$ cat config.mk
export PLATFORM = sky130hd
export DESIGN_NAME = charger_status_fault_regs
export DESIGN_NICKNAME = d
export VERILOG_FILES = /design/src/verilog/charger_regs_pkg.sv /design/src/verilog/battery_switch_delay.sv /design/src/verilog/charger_status_fault_regs.sv
export SDC_FILE = /design/constraint.sdc
export NUM_CORES = 1
export LEC_CHECK = 0
export BUFFER_PORTS_ARGS = -buffer_cell sky130_fd_sc_hd__buf_2
export CORE_ASPECT_RATIO = 0.75
export CORE_MARGIN = 1
export CORE_UTILIZATION = 40
export CTS_CLUSTER_SIZE = 10
export DETAILED_ROUTE_END_ITERATION = 12
export GPL_TIMING_DRIVEN = 0
export PLACE_DENSITY_LB_ADDON = 0.08
export SYNTH_ARGS = -nofsm -noshare
export SYNTH_HDL_FRONTEND = slang
export SYNTH_HIERARCHICAL = 1
export SYNTH_SLANG_ARGS = --single-unit
$ cat constraint.sdc
create_clock -name mclk_in -period 2.7 [get_ports mclk_in]
set_input_delay 0.135 -clock mclk_in [delete_from_list [all_inputs] [get_ports mclk_in]]
set_output_delay 0.135 -clock mclk_in [all_outputs]
set_load 0.005 [all_outputs]
$ cat src/verilog/charger_regs_pkg.sv
// constants shared by the charger control, status and fault registers
package charger_regs_pkg;
   localparam logic [7:0] MISC_OPERATION_CONTROL_ADDR = 8'h07;
   localparam logic [7:0] SYSTEM_STATUS_ADDR = 8'h08;
   localparam logic [7:0] LATCHED_FAULT_ADDR = 8'h09;
   localparam logic [7:0] MISC_OPERATION_CONTROL_RESET = 8'h4b;
   localparam logic [7:0] LATCHED_FAULT_RESET = 8'h00;
   localparam logic [7:0] READ_UNMAPPED = 8'h00;
   // control field positions
   localparam int FORCE_SOURCE_DETECT_BIT = 7;
   localparam int TIMER_SLOWDOWN_ENABLE_BIT = 6;
   localparam int BATTERY_SWITCH_OFF_BIT = 5;
   localparam int CHARGE_FAULT_INT_ENABLE_BIT = 1;
   localparam int BATTERY_FAULT_INT_ENABLE_BIT = 0;
   // fault field positions
   localparam int WATCHDOG_FAULT_BIT = 7;
   localparam int BOOST_FAULT_BIT = 6;
   localparam int CHARGE_FAULT_HI = 5;
   localparam int CHARGE_FAULT_LO = 4;
   localparam int BATTERY_OVERVOLTAGE_FAULT_BIT = 3;
   localparam int FAULT_RESERVED_BIT = 2;
   localparam int TEMP_COLD_BIT = 1;
   localparam int TEMP_HOT_BIT = 0;
   // charge fault codes
   localparam logic [1:0] CHARGE_FAULT_NORMAL = 2'h0;
   localparam logic [1:0] CHARGE_FAULT_INPUT = 2'h1;
   localparam logic [1:0] CHARGE_FAULT_THERMAL = 2'h2;
   localparam logic [1:0] CHARGE_FAULT_TIMER = 2'h3;
   // battery switch turn-off delay, window 7 s to 11 s
   localparam int unsigned CLOCK_HZ = 100000000;
   localparam int unsigned BATTERY_SWITCH_OFF_MIN_S = 7;
   localparam int unsigned BATTERY_SWITCH_OFF_MAX_S = 11;
   localparam logic [31:0] BATTERY_SWITCH_OFF_DELAY_CYCLES = 32'(BATTERY_SWITCH_OFF_MIN_S * CLOCK_HZ);
   localparam logic [31:0] COUNT_ZERO = 32'h0000_0000;
   localparam logic [31:0] COUNT_ONE = 32'h0000_0001;
endpackage

$ cat src/verilog/battery_switch_delay.sv
// delayed turn-off of the battery switch
module battery_switch_delay #(
   parameter logic [31:0] DELAY_CYCLES = charger_regs_pkg::BATTERY_SWITCH_OFF_DELAY_CYCLES
)
(
   input wire logic mclk_in,
   input wire logic rst_b_in,
   input wire logic switch_off_request_in,
   output logic battery_switch_on_out
);
   logic [31:0] count;
   logic [31:0] next_count;
   logic next_battery_switch_on;

   always_comb
   begin
      next_count = count;
      next_battery_switch_on = battery_switch_on_out;
      if (!switch_off_request_in)
      begin
         // clearing the request restores the switch at once and restarts the delay
         next_count = charger_regs_pkg::COUNT_ZERO;
         next_battery_switch_on = 1'b1;
      end
      else if (count < DELAY_CYCLES - charger_regs_pkg::COUNT_ONE)
      begin
         next_count = count + charger_regs_pkg::COUNT_ONE;
      end
      else
      begin
         next_battery_switch_on = 1'b0;
      end
   end

   always_ff @(posedge mclk_in)
   begin
      if (!rst_b_in)
      begin
         count <= charger_regs_pkg::COUNT_ZERO;
         battery_switch_on_out <= 1'b1;
      end
      else
      begin
         count <= next_count;
         battery_switch_on_out <= next_battery_switch_on;
      end
   end
endmodule // battery_switch_delay

$ cat src/verilog/charger_status_fault_regs.sv
// control, live status and latched fault registers of the charger
//
// Function
// - forced source detect bit runs detection with input power, self-clears when done.
// - slowdown enabled halves safety timer rate during input limiting or thermal regulation.
// - battery switch off bit turns switch off after 7 to 11 seconds.
// - control bit 1 enables interrupt on charge faults, reset one.
// - control bit 0 enables interrupt on battery overvoltage fault, reset one.
// - status bits 7:6 give input source: none, usb host, adapter, otg.
// - status bits 5:4 give charge state: idle, pre-charge, fast, terminated.
// - status bit 3 reads one while input voltage or current is limited.
// - status bit 2 reads one when input power is good.
// - status bit 1 reads one during thermal regulation.
// - status bit 0 reads one while regulating minimum system voltage.
// - fault bit 7 latches watchdog expiry.
// - fault bit 6 latches any condition stopping boost operation.
// - fault bits 5:4 hold charge fault code: input, thermal, timer.
// - fault bit 3 latches battery overvoltage; bit 2 reads zero.
// - fault bits 1 and 0 flag cold and hot battery, mode dependent thresholds.
// - faults latched; read returns and clears, then reloads still-present faults.
// - adapter removal sets charge fault code to input fault once.
// - control register resets to 4b.
module charger_status_fault_regs #(
   parameter logic [31:0] BATTERY_SWITCH_OFF_DELAY_CYCLES = charger_regs_pkg::BATTERY_SWITCH_OFF_DELAY_CYCLES
)
(
   input wire logic mclk_in,
   input wire logic rst_b_in,
   input wire logic [7:0] reg_addr_in,
   input wire logic reg_wr_in,
   input wire logic reg_rd_in,
   input wire logic [7:0] reg_wdata_in,
   output logic [7:0] reg_rdata_out,
   output logic reg_rvalid_out,
   input wire logic vbus_present_in,
   input wire logic detect_done_in,
   output logic detect_start_out,
   input wire logic safety_tick_in,
   output logic safety_tick_out,
   input wire logic [1:0] input_source_status_in,
   input wire logic [1:0] charge_state_in,
   input wire logic input_limit_active_in,
   input wire logic input_power_good_in,
   input wire logic thermal_regulation_active_in,
   input wire logic min_system_regulation_active_in,
   input wire logic watchdog_expired_in,
   input wire logic boost_fault_in,
   input wire logic [1:0] charge_fault_code_in,
   input wire logic battery_overvoltage_in,
   input wire logic temp_cold_in,
   input wire logic temp_hot_in,
   input wire logic boost_mode_in,
   input wire logic adapter_removed_in,
   output logic temp_threshold_boost_out,
   output logic battery_switch_on_out,
   output logic fault_irq_out
);
   typedef enum logic [1:0] {DETECT_IDLE, DETECT_WAIT_POWER, DETECT_RUNNING} detect_state_t;

   logic [7:0] misc_operation_control;
   logic [7:0] next_misc_operation_control;
   logic [7:0] latched_fault;
   logic [7:0] next_latched_fault;
   logic [7:0] system_status;
   logic [7:0] present_fault;
   logic [7:0] new_fault;
   logic [7:0] next_reg_rdata;
   logic next_reg_rvalid;
   logic next_fault_irq;
   detect_state_t detect_state;
   detect_state_t next_detect_state;
   logic next_detect_start;
   logic tick_phase;
   logic next_tick_phase;
   logic next_safety_tick;
   logic next_temp_threshold_boost;
   logic ctrl_write;
   logic fault_read;
   logic slow_active;

   assign ctrl_write = reg_wr_in && (reg_addr_in == charger_regs_pkg::MISC_OPERATION_CONTROL_ADDR);
   // a burst would clear faults it never returns, so reads are single bytes only
   assign fault_read = reg_rd_in && (reg_addr_in == charger_regs_pkg::LATCHED_FAULT_ADDR);

   // live status, sampled at read time
   always_comb
   begin
      system_status = {input_source_status_in,
                       charge_state_in,
                       input_limit_active_in,
                       input_power_good_in,
                       thermal_regulation_active_in,
                       min_system_regulation_active_in};
   end

   // faults as they stand now
   always_comb
   begin
      present_fault = 8'h00;
      present_fault[charger_regs_pkg::WATCHDOG_FAULT_BIT] = watchdog_expired_in;
      present_fault[charger_regs_pkg::BOOST_FAULT_BIT] = boost_fault_in;
      present_fault[charger_regs_pkg::CHARGE_FAULT_HI:charger_regs_pkg::CHARGE_FAULT_LO] = charge_fault_code_in;
      if (adapter_removed_in && charge_fault_code_in == charger_regs_pkg::CHARGE_FAULT_NORMAL)
      begin
         present_fault[charger_regs_pkg::CHARGE_FAULT_HI:charger_regs_pkg::CHARGE_FAULT_LO] =
            charger_regs_pkg::CHARGE_FAULT_INPUT;
      end
      present_fault[charger_regs_pkg::BATTERY_OVERVOLTAGE_FAULT_BIT] = battery_overvoltage_in;
      present_fault[charger_regs_pkg::FAULT_RESERVED_BIT] = 1'b0;
      present_fault[charger_regs_pkg::TEMP_COLD_BIT] = temp_cold_in;
      present_fault[charger_regs_pkg::TEMP_HOT_BIT] = temp_hot_in;
   end

   // fault latch and its read-to-clear
   always_comb
   begin
      next_latched_fault = latched_fault;
      if (fault_read)
      begin
         // faults arriving in the read cycle survive the clear
         next_latched_fault = present_fault;
      end
      else
      begin
         next_latched_fault = latched_fault | present_fault;
         next_latched_fault[charger_regs_pkg::CHARGE_FAULT_HI:charger_regs_pkg::CHARGE_FAULT_LO] =
            latched_fault[charger_regs_pkg::CHARGE_FAULT_HI:charger_regs_pkg::CHARGE_FAULT_LO];
         // the first charge fault code is kept until read
         if (latched_fault[charger_regs_pkg::CHARGE_FAULT_HI:charger_regs_pkg::CHARGE_FAULT_LO] ==
             charger_regs_pkg::CHARGE_FAULT_NORMAL)
         begin
            next_latched_fault[charger_regs_pkg::CHARGE_FAULT_HI:charger_regs_pkg::CHARGE_FAULT_LO] =
               present_fault[charger_regs_pkg::CHARGE_FAULT_HI:charger_regs_pkg::CHARGE_FAULT_LO];
         end
      end
      next_latched_fault[charger_regs_pkg::FAULT_RESERVED_BIT] = 1'b0;
   end

   // interrupt on newly latched faults
   always_comb
   begin
      new_fault = next_latched_fault & ~latched_fault;
      if (fault_read)
      begin
         // after a clear every reloaded fault counts as new
         new_fault = next_latched_fault;
      end
      next_fault_irq = new_fault[charger_regs_pkg::WATCHDOG_FAULT_BIT] ||
                       new_fault[charger_regs_pkg::BOOST_FAULT_BIT] ||
                       new_fault[charger_regs_pkg::TEMP_COLD_BIT] ||
                       new_fault[charger_regs_pkg::TEMP_HOT_BIT];
      if (misc_operation_control[charger_regs_pkg::CHARGE_FAULT_INT_ENABLE_BIT] &&
          (new_fault[charger_regs_pkg::CHARGE_FAULT_HI:charger_regs_pkg::CHARGE_FAULT_LO] !=
           charger_regs_pkg::CHARGE_FAULT_NORMAL))
      begin
         next_fault_irq = 1'b1;
      end
      if (misc_operation_control[charger_regs_pkg::BATTERY_FAULT_INT_ENABLE_BIT] &&
          new_fault[charger_regs_pkg::BATTERY_OVERVOLTAGE_FAULT_BIT])
      begin
         next_fault_irq = 1'b1;
      end
   end

   // control register and forced detection sequence
   always_comb
   begin
      next_misc_operation_control = misc_operation_control;
      next_detect_state = detect_state;
      next_detect_start = 1'b0;
      if (ctrl_write)
      begin
         // reserved bits are stored and read back as written
         next_misc_operation_control = reg_wdata_in;
      end
      case (detect_state)
         DETECT_IDLE:
         begin
            if (misc_operation_control[charger_regs_pkg::FORCE_SOURCE_DETECT_BIT])
            begin
               next_detect_state = DETECT_WAIT_POWER;
            end
         end
         DETECT_WAIT_POWER:
         begin
            if (!misc_operation_control[charger_regs_pkg::FORCE_SOURCE_DETECT_BIT])
            begin
               next_detect_state = DETECT_IDLE;
            end
            else if (vbus_present_in)
            begin
               // without input power the request waits rather than being dropped
               next_detect_start = 1'b1;
               next_detect_state = DETECT_RUNNING;
            end
         end
         DETECT_RUNNING:
         begin
            if (ctrl_write && reg_wdata_in[charger_regs_pkg::FORCE_SOURCE_DETECT_BIT])
            begin
               // a fresh request in the completion cycle restarts detection
               next_detect_state = DETECT_WAIT_POWER;
            end
            else if (!misc_operation_control[charger_regs_pkg::FORCE_SOURCE_DETECT_BIT])
            begin
               next_detect_state = DETECT_IDLE;
            end
            else if (detect_done_in)
            begin
               next_misc_operation_control[charger_regs_pkg::FORCE_SOURCE_DETECT_BIT] = 1'b0;
               next_detect_state = DETECT_IDLE;
            end
         end
         default:
         begin
            next_detect_state = DETECT_IDLE;
         end
      endcase
   end

   // safety timer tick, halved under input limiting or thermal regulation
   always_comb
   begin
      slow_active = misc_operation_control[charger_regs_pkg::TIMER_SLOWDOWN_ENABLE_BIT] &&
                    (input_limit_active_in || thermal_regulation_active_in);
      next_tick_phase = tick_phase;
      next_safety_tick = 1'b0;
      if (safety_tick_in)
      begin
         if (slow_active)
         begin
            next_tick_phase = ~tick_phase;
            next_safety_tick = tick_phase;
         end
         else
         begin
            next_tick_phase = 1'b0;
            next_safety_tick = 1'b1;
         end
      end
   end

   // read port, one cycle latency
   always_comb
   begin
      next_reg_rvalid = reg_rd_in;
      next_reg_rdata = charger_regs_pkg::READ_UNMAPPED;
      if (reg_addr_in == charger_regs_pkg::MISC_OPERATION_CONTROL_ADDR)
      begin
         next_reg_rdata = misc_operation_control;
      end
      else if (reg_addr_in == charger_regs_pkg::SYSTEM_STATUS_ADDR)
      begin
         next_reg_rdata = system_status;
      end
      else if (reg_addr_in == charger_regs_pkg::LATCHED_FAULT_ADDR)
      begin
         next_reg_rdata = latched_fault;
      end
      if (!reg_rd_in)
      begin
         next_reg_rdata = reg_rdata_out;
      end
      // comparator thresholds follow the converter mode
      next_temp_threshold_boost = boost_mode_in;
   end

   always_ff @(posedge mclk_in)
   begin
      if (!rst_b_in)
      begin
         misc_operation_control <= charger_regs_pkg::MISC_OPERATION_CONTROL_RESET;
         latched_fault <= charger_regs_pkg::LATCHED_FAULT_RESET;
         detect_state <= DETECT_IDLE;
         detect_start_out <= 1'b0;
         tick_phase <= 1'b0;
         safety_tick_out <= 1'b0;
         reg_rdata_out <= charger_regs_pkg::READ_UNMAPPED;
         reg_rvalid_out <= 1'b0;
         fault_irq_out <= 1'b0;
         temp_threshold_boost_out <= 1'b0;
      end
      else
      begin
         misc_operation_control <= next_misc_operation_control;
         latched_fault <= next_latched_fault;
         detect_state <= next_detect_state;
         detect_start_out <= next_detect_start;
         tick_phase <= next_tick_phase;
         safety_tick_out <= next_safety_tick;
         reg_rdata_out <= next_reg_rdata;
         reg_rvalid_out <= next_reg_rvalid;
         fault_irq_out <= next_fault_irq;
         temp_threshold_boost_out <= next_temp_threshold_boost;
      end
   end

   battery_switch_delay #(
      .DELAY_CYCLES(BATTERY_SWITCH_OFF_DELAY_CYCLES)
   ) u_battery_switch_delay (
      .mclk_in(mclk_in),
      .rst_b_in(rst_b_in),
      .switch_off_request_in(misc_operation_control[charger_regs_pkg::BATTERY_SWITCH_OFF_BIT]),
      .battery_switch_on_out(battery_switch_on_out)
   );
endmodule // charger_status_fault_regs

==> results.ini, run 1 <==
[clocking]
cts_num_sinks = 64
clk_pin_slew_ps = 70
insertion_delay_ps = 350
cts_buffer_depth = 2
cts_tree = built
cts_max_level = 3
cts-root-buf = clkbuf_8
cts_inserted_buffers = 9

[synth]
yosys_warnings = 6
ys_ff_latch = 64
synth_edf_count = 0
synthArstFlopShare = 0
syn_area_sq_um = 3160
syn_inst = 375
synthFlopType = dfxtp_1
ys_seq_area_frac = 0.406
synth_cell_type_count = 60
avgSynthCellArea_sq_um = 8.42
syn-num-nets = 416

[timing]
worst_pin_slew_ps = 642
relSlewSlack = 0.568
fin_hold_ws_ps = 17.9
period_needed_ps = 2370
rsz0062_at_grt = false
maxSlewViolCount = 0
fin_setup_tns_ps = 0
hold_viol = 0
setup_viol = 0
finClkSkew_ps = 9.04
fmax_ghz = 0.422
post-route-period-util = 0.878
finalWorstSetupSlack_ps = 330

[routing]
route.met2.wl_microns = 3670
routed_wl_microns = 8980
route.detailed.drc = 0
post_drt_via_cell_ratio = 5.81
drtAntennaViolNets = 0
top_layer = met4
drtIter0Drc = 160
wl_per_cell_microns = 16.4
vias = 3186
drt-met1-wl_microns = 4670
met3_length_microns = 524
drt_pass1_iterations = 4

[cells_and_area]
drive_gt1_frac = 0.197
regArea_sq_um = 1280
fill_cells = 742
mostFrequentLayoutCells = dfxtp_1, buf_2, a21oi_1, nand2_1, nand3_1
diodes = 0
design_area_sq_um = 3800
multi_input_area_sq_um = 1730
utilization = 0.507
final_common_cell = dfxtp_1
area_growth_pct = 20.3
nNetsFinal = 484

[die]
die-width_microns = 105
die_h_microns = 79.0
die_area_sq_um = 8260
boundaryPins = 54
initial_core_util = 0.421
coreArea_sq_um = 7500
num_rows = 27

[setup_path]
regToRegSetupSlack_ps = 330
crit_arrival_ps = 2650
critPathCapture = u_battery_switch_delay/count[24]$_SDFFE_PN0N_
r2r-start = u_battery_switch_delay/count[0]$_SDFFE_PN0N_
crit_type = reg2reg
cp_max_fo = 8
reg2reg_to = u_battery_switch_delay/count[24]$_SDFFE_PN0N_
start_kind = flop
worstSetupEndpointType = flop
critPathRequiredTime_ps = 2980
r2r_cells = 6
cp-startpoint = u_battery_switch_delay/count[0]$_SDFFE_PN0N_

[hold_path]
hp-class = in2reg

[power_and_ir_drop]
switching_power_mw = 0.441
ir_worst_vdd_mv = 0.358
swShare = 0.226
comb_power_share = 0.058
seq_power_share = 0.499
cellLeakagePower_nw = 1.38
power_frac_clock = 0.443
power_density_nw_per_um2 = 514
p_int_mw = 1.51

[outcome]
status = finished, final reports clean

[placed_design]
place_area_sq_um = 3550
place.port_buffers = 52
post-place-ws_ps = 402
dp_hpwl_microns = 6540
gp_congestion = 0.823

[grt]
grt_antenna_before_repair = 0
grt_overflow = 0
track_usage = 0.235
grt_pass1_wl_microns = 15000
grt_max_degree = 11
grt_pass1_vias = 2915

[job]
cap_violations = 0

[registers in the layout, indices dropped and copies added (netlist names), 2 cells and up]
signal / cells
reg_rdata_out: 8
latched_fault: 7
misc_operation_control: 8
detect_state: 2
u_battery_switch_delay/count: 32
[routing by layer]
layer  up-vias  GRT usage
met3        11     0.0632
li1       1566          -
met4         0     0.0930
met5         -          0
met1      1512      0.347
met2        97      0.318
[kinds of logic after synthesis]
group                    after synthesis  share of synthesized area
buffers and inverters                 30                     0.0483
AO/OA/AOI/OAI                        110                      0.225
flip-flops                            64                      0.406
AND/OR/NAND/NOR                      165                      0.302
adder cells (fa/ha/maj)                1                    0.00396
multiplexers                           5                     0.0158
[worst max-delay path, cell delays in order (launching register included)]
cell and delay [ps]:
dfxtp_1 400, ha_1 210, nand4_1 230, nor3_2 460
nand3_1 320, or4_1 550, a21oi_1 140
[power by group through the flow]
stage                     combinational (mW)  clock (mW)  sequential, mW
after floorplan                       0.0499           0           0.994
after global placement                 0.107           0           0.996
after detailed placement               0.108           0           0.997
after CTS                              0.113       0.893           0.975
after global routing                   0.128       0.927           0.977
final                                  0.114       0.865           0.976
[how the worst min path moves through the flow]
stage	startpoint	end	slack [ps]	depth (start not counted)
finish	temp_hot_in	latched_fault[0]$_SDFF_PN0_	20	3
global route	temp_cold_in	latched_fault[1]$_SDFF_PN0_	20	3
CTS	temp_hot_in	latched_fault[0]$_SDFF_PN0_	0.3	3
detailed placement	boost_mode_in	temp_threshold_boost_out$_SDFF_PN0_	350	2
global placement	boost_mode_in	temp_threshold_boost_out$_SDFF_PN0_	340	2
floorplan	temp_hot_in	latched_fault[0]$_SDFF_PN0_	250	2
[layout make-up]
class,count,share of cell area
Buffer,22,0.0323
Clock buffer,12,0.0434
Clock inverter,3,0.0105
Inverter,8,0.00790
Multi-Input combinational cell,281,0.454
Sequential cell,64,0.337
Tap cell,101,0.0332
Timing Repair Buffer,57,0.0816
[cells in the mapped netlist (3+ instances only)]
library cell | number | area (sq um)
nand3_1 | 31 | 155
inv_1 | 8 | 30.0
nor3_1 | 6 | 30.0
and2_1 | 5 | 31.3
o21ai_0 | 9 | 45.0
mux2i_1 | 5 | 50.1
nor2b_1 | 3 | 18.8
a2bb2oi_1 | 7 | 61.3
nand4_1 | 6 | 37.5
nand3b_1 | 3 | 22.5
dfxtp_1 | 64 | 1280
o21ai_1 | 3 | 15.0
a22oi_1 | 7 | 52.6
nand2_1 | 38 | 143
nor2_1 | 15 | 56.3
and3_1 | 7 | 43.8
or4_1 | 20 | 150
nor4_1 | 5 | 31.3
a21oi_1 | 45 | 225
nand2b_1 | 5 | 31.3
clkbuf_1 | 12 | 45.0
o31ai_1 | 19 | 143
buf_2 | 5 | 25.0
[what timing repair did]
action	4_1_cts	5_1_grt
gates resized for setup	0	0
hold endpoints to repair	5	0
buffers inserted	0	0
hold buffers	5	0
[stage by stage]
step / total power, mW / std cells
5_1_grt: 2.03 / 548
3_3_place_gp: 1.10 / 528
2_1_floorplan: 1.04 / 375
4_1_cts: 1.98 / 548
6_report: 1.95 / 548
3_5_place_dp: 1.10 / 528
Note: power is estimated with default switching activity, not from simulation.
==> run 2, diff against run 1 <==
--- a/config.mk
+++ b/config.mk
@@ -13,6 +13,7 @@
 export DETAILED_ROUTE_END_ITERATION = 12
 export GPL_TIMING_DRIVEN = 0
 export PLACE_DENSITY_LB_ADDON = 0.08
+export RECOVER_POWER = 100
 export SYNTH_ARGS = -nofsm -noshare
 export SYNTH_HDL_FRONTEND = slang
 export SYNTH_HIERARCHICAL = 1
==> constraint.sdc (replaced) <==
create_clock -name mclk_in -period 2.7 [get_ports mclk_in]
set_input_delay 0.405 -clock mclk_in [delete_from_list [all_inputs] [get_ports mclk_in]]
set_output_delay 0.405 -clock mclk_in [all_outputs]
set_load 0.005 [all_outputs]
==> run 2 against run 1 <==
  * Final cell count shrank 0.91%
  * Wire length shrank 0.40%
  * Design area shrank 2.4%
  * Sequential share of layout area grew 0.84 points
==> results.ini, run 2 (same netlist as run 1, synthesis figures left out) <==
[routing]
routed_wl_microns = 8940  ; was 8980 microns
drtAntennaViolNets = 0  ; unchanged
route.detailed.drc = 0  ; unchanged
vias = 3132  ; was 3186
drtIter0Drc = 204  ; was 160
wl_per_cell_microns = 16.5  ; was 16.4 microns
post_drt_via_cell_ratio = 5.77  ; was 5.81
drt_pass1_iterations = 5  ; was 4

[hold_path]
hp-class = in2reg  ; unchanged
hold_depth = 2  ; was 3
hold_end = temp_threshold_boost_out$_SDFF_PN0_  ; was latched_fault[0]$_SDFF_PN0_
min-delay-start = boost_mode_in  ; was temp_hot_in

[cells_and_area]
diodes = 0  ; unchanged
stdcell_count = 543  ; was 548
regMostFlops = u_battery_switch_delay/count  ; unchanged
drive_gt1_frac = 0.172  ; was 0.197
largest_register_ffs = 32  ; unchanged
area_growth_pct = 17.4  ; was 20.3%
final_common_cell = dfxtp_1  ; unchanged
mostFrequentLayoutCells = dfxtp_1, buf_2, a21oi_1, nand2_1, nand3_1  ; unchanged
nNetsFinal = 479  ; was 484
largestRegisters = u_battery_switch_delay/count x32, misc_operation_control x8, reg_rdata_out x8  ; unchanged

[die]
num_rows = 27  ; unchanged
die-width_microns = 105  ; unchanged
boundaryPins = 54  ; unchanged
initial_core_util = 0.421  ; unchanged
coreArea_sq_um = 7500  ; unchanged
die_h_microns = 79.0  ; unchanged
die_area_sq_um = 8260  ; unchanged

[grt]
grt_pass1_vias = 2908  ; was 2915
track_usage = 0.235  ; about the same
grt_overflow = 0  ; unchanged
grt_pass1_wl_microns = 15000  ; about the same
grt_antenna_before_repair = 0  ; unchanged
grt_max_degree = 11  ; unchanged

[setup_path]
critPathRequiredTime_ps = 2980  ; about the same
r2r-start = u_battery_switch_delay/count[0]$_SDFFE_PN0N_  ; unchanged
r2r_cells = 6  ; unchanged
crit_type = reg2reg  ; unchanged
crit_arrival_ps = 2660  ; was 2650 ps
reg2reg_to = u_battery_switch_delay/count[24]$_SDFFE_PN0N_  ; unchanged
regToRegSetupSlack_ps = 320  ; was 330 ps
start_kind = flop  ; unchanged
cp_max_fo = 8  ; unchanged
worstSetupEndpointType = flop  ; unchanged

[placed_design]
placed_cells = 528  ; unchanged
place.port_buffers = 52  ; unchanged
gp_congestion = 0.823  ; unchanged
dp_hpwl_microns = 6540  ; unchanged

[clocking]
clk_pin_slew_ps = 70  ; about the same
cts_buffer_depth = 2  ; unchanged
cts_num_sinks = 64  ; unchanged
cts_tree = built  ; unchanged
cts_resized = 0  ; unchanged
cts_hold_buf = 0  ; was 5
insertion_delay_ps = 350  ; about the same
cts_inserted_buffers = 9  ; unchanged
post-cts-setup-buffer-count = 0  ; unchanged
cts_max_level = 3  ; unchanged
cts-root-buf = clkbuf_8  ; unchanged

[job]
cap_violations = 0  ; unchanged

[power_and_ir_drop]
power_density_nw_per_um2 = 525  ; was 514 nW/um^2
ir_worst_vdd_mv = 0.357  ; was 0.358 mV
cellLeakagePower_nw = 1.32  ; was 1.38 nW

[timing]
period_needed_ps = 2380  ; was 2370 ps
setup_viol = 0  ; unchanged
finClkSkew_ps = 9.02  ; was 9.04 ps
maxSlewViolCount = 0  ; unchanged
post-route-period-util = 0.880  ; was 0.878
fin_setup_tns_ps = 0  ; unchanged
hold_viol = 0  ; unchanged
relSlewSlack = 0.393  ; was 0.568
fmax_ghz = 0.421  ; was 0.422 GHz
rsz0062_at_grt = false  ; unchanged
worst_pin_slew_ps = 903  ; was 642 ps

[outcome]
status = finished, final reports clean  ; unchanged

==> run 2: cell types whose count changed in the layout (fill, tap and decap cells not counted), moves of 2 or more <==
cell,before,now
clkbuf_1,12,21
buf_2,57,49
dlygate4sd3_1,5,0
nor4_1,5,7
o21ai_0,9,11
o21ai_1,3,1
==> run 2: how the worst max path moves through the flow <==
stage                     slack, ps                                            end  cells past startpoint                                         start
after global routing            150  u_battery_switch_delay/count[24]$_SDFFE_PN0N_                      6  u_battery_switch_delay/count[0]$_SDFFE_PN0N_
final                           320  u_battery_switch_delay/count[24]$_SDFFE_PN0N_                      6  u_battery_switch_delay/count[0]$_SDFFE_PN0N_
after floorplan                 800  u_battery_switch_delay/count[24]$_SDFFE_PN0N_                      6  u_battery_switch_delay/count[0]$_SDFFE_PN0N_
after global placement          410  u_battery_switch_delay/count[28]$_SDFFE_PN0N_                      6  u_battery_switch_delay/count[0]$_SDFFE_PN0N_
after detailed placement        400  u_battery_switch_delay/count[24]$_SDFFE_PN0N_                      6  u_battery_switch_delay/count[0]$_SDFFE_PN0N_
after CTS                       370  u_battery_switch_delay/count[24]$_SDFFE_PN0N_                      6  u_battery_switch_delay/count[0]$_SDFFE_PN0N_
==> run 2: area by class of cell <==
cell class	count	area (sq um)
plain buffers	22	111
clock buffers	12	165
clock inverters	3	40.0
fillers	756	3790
inverters	8	30.0
multi-input cells	281	1700
flip-flops and latches	64	1280
well taps	101	126
repair buffers	52	251
==> run 2: critical path, cell delays in order, from the launching register on <==
cell     delay (ps)
dfxtp_1         400
ha_1            210
nand4_1         220
nor3_2          460
nand3_1         330
or4_1           550
a21oi_1         140
==> run 2: metal layers <==
layer / vias to the layer above / share of wire / global-route usage
li1: 1552 / - / -
met1: 1476 / 0.53 / 0.346
met2: 93 / 0.41 / 0.317
met3: 11 / 0.055 / 0.0632
met4: 0 / 0.013 / 0.0930
met5: - / 0 / 0
==> run 2: report_power, final <==
part	total, mW	internal (mW)	switching, mW
combinational	0.105	0.0511	0.0537
sequential	0.976	0.963	0.0131
clock	0.866	0.494	0.372
total	1.95	1.51	0.439
==> run 2: through the flow <==
stage          hold slack (ps)  worst slack (ps)  utilization  total power, mW  cell area (sq um)
5_1_grt                    244               154        0.494             2.02               3710
2_1_floorplan              416               805            -             1.04               3160
3_5_place_dp               439               402        0.473             1.10               3550
4_1_cts                    240               368        0.500             1.98               3750
3_3_place_gp               440               406        0.473             1.10               3550
6_report                   262               325        0.494             1.95               3710
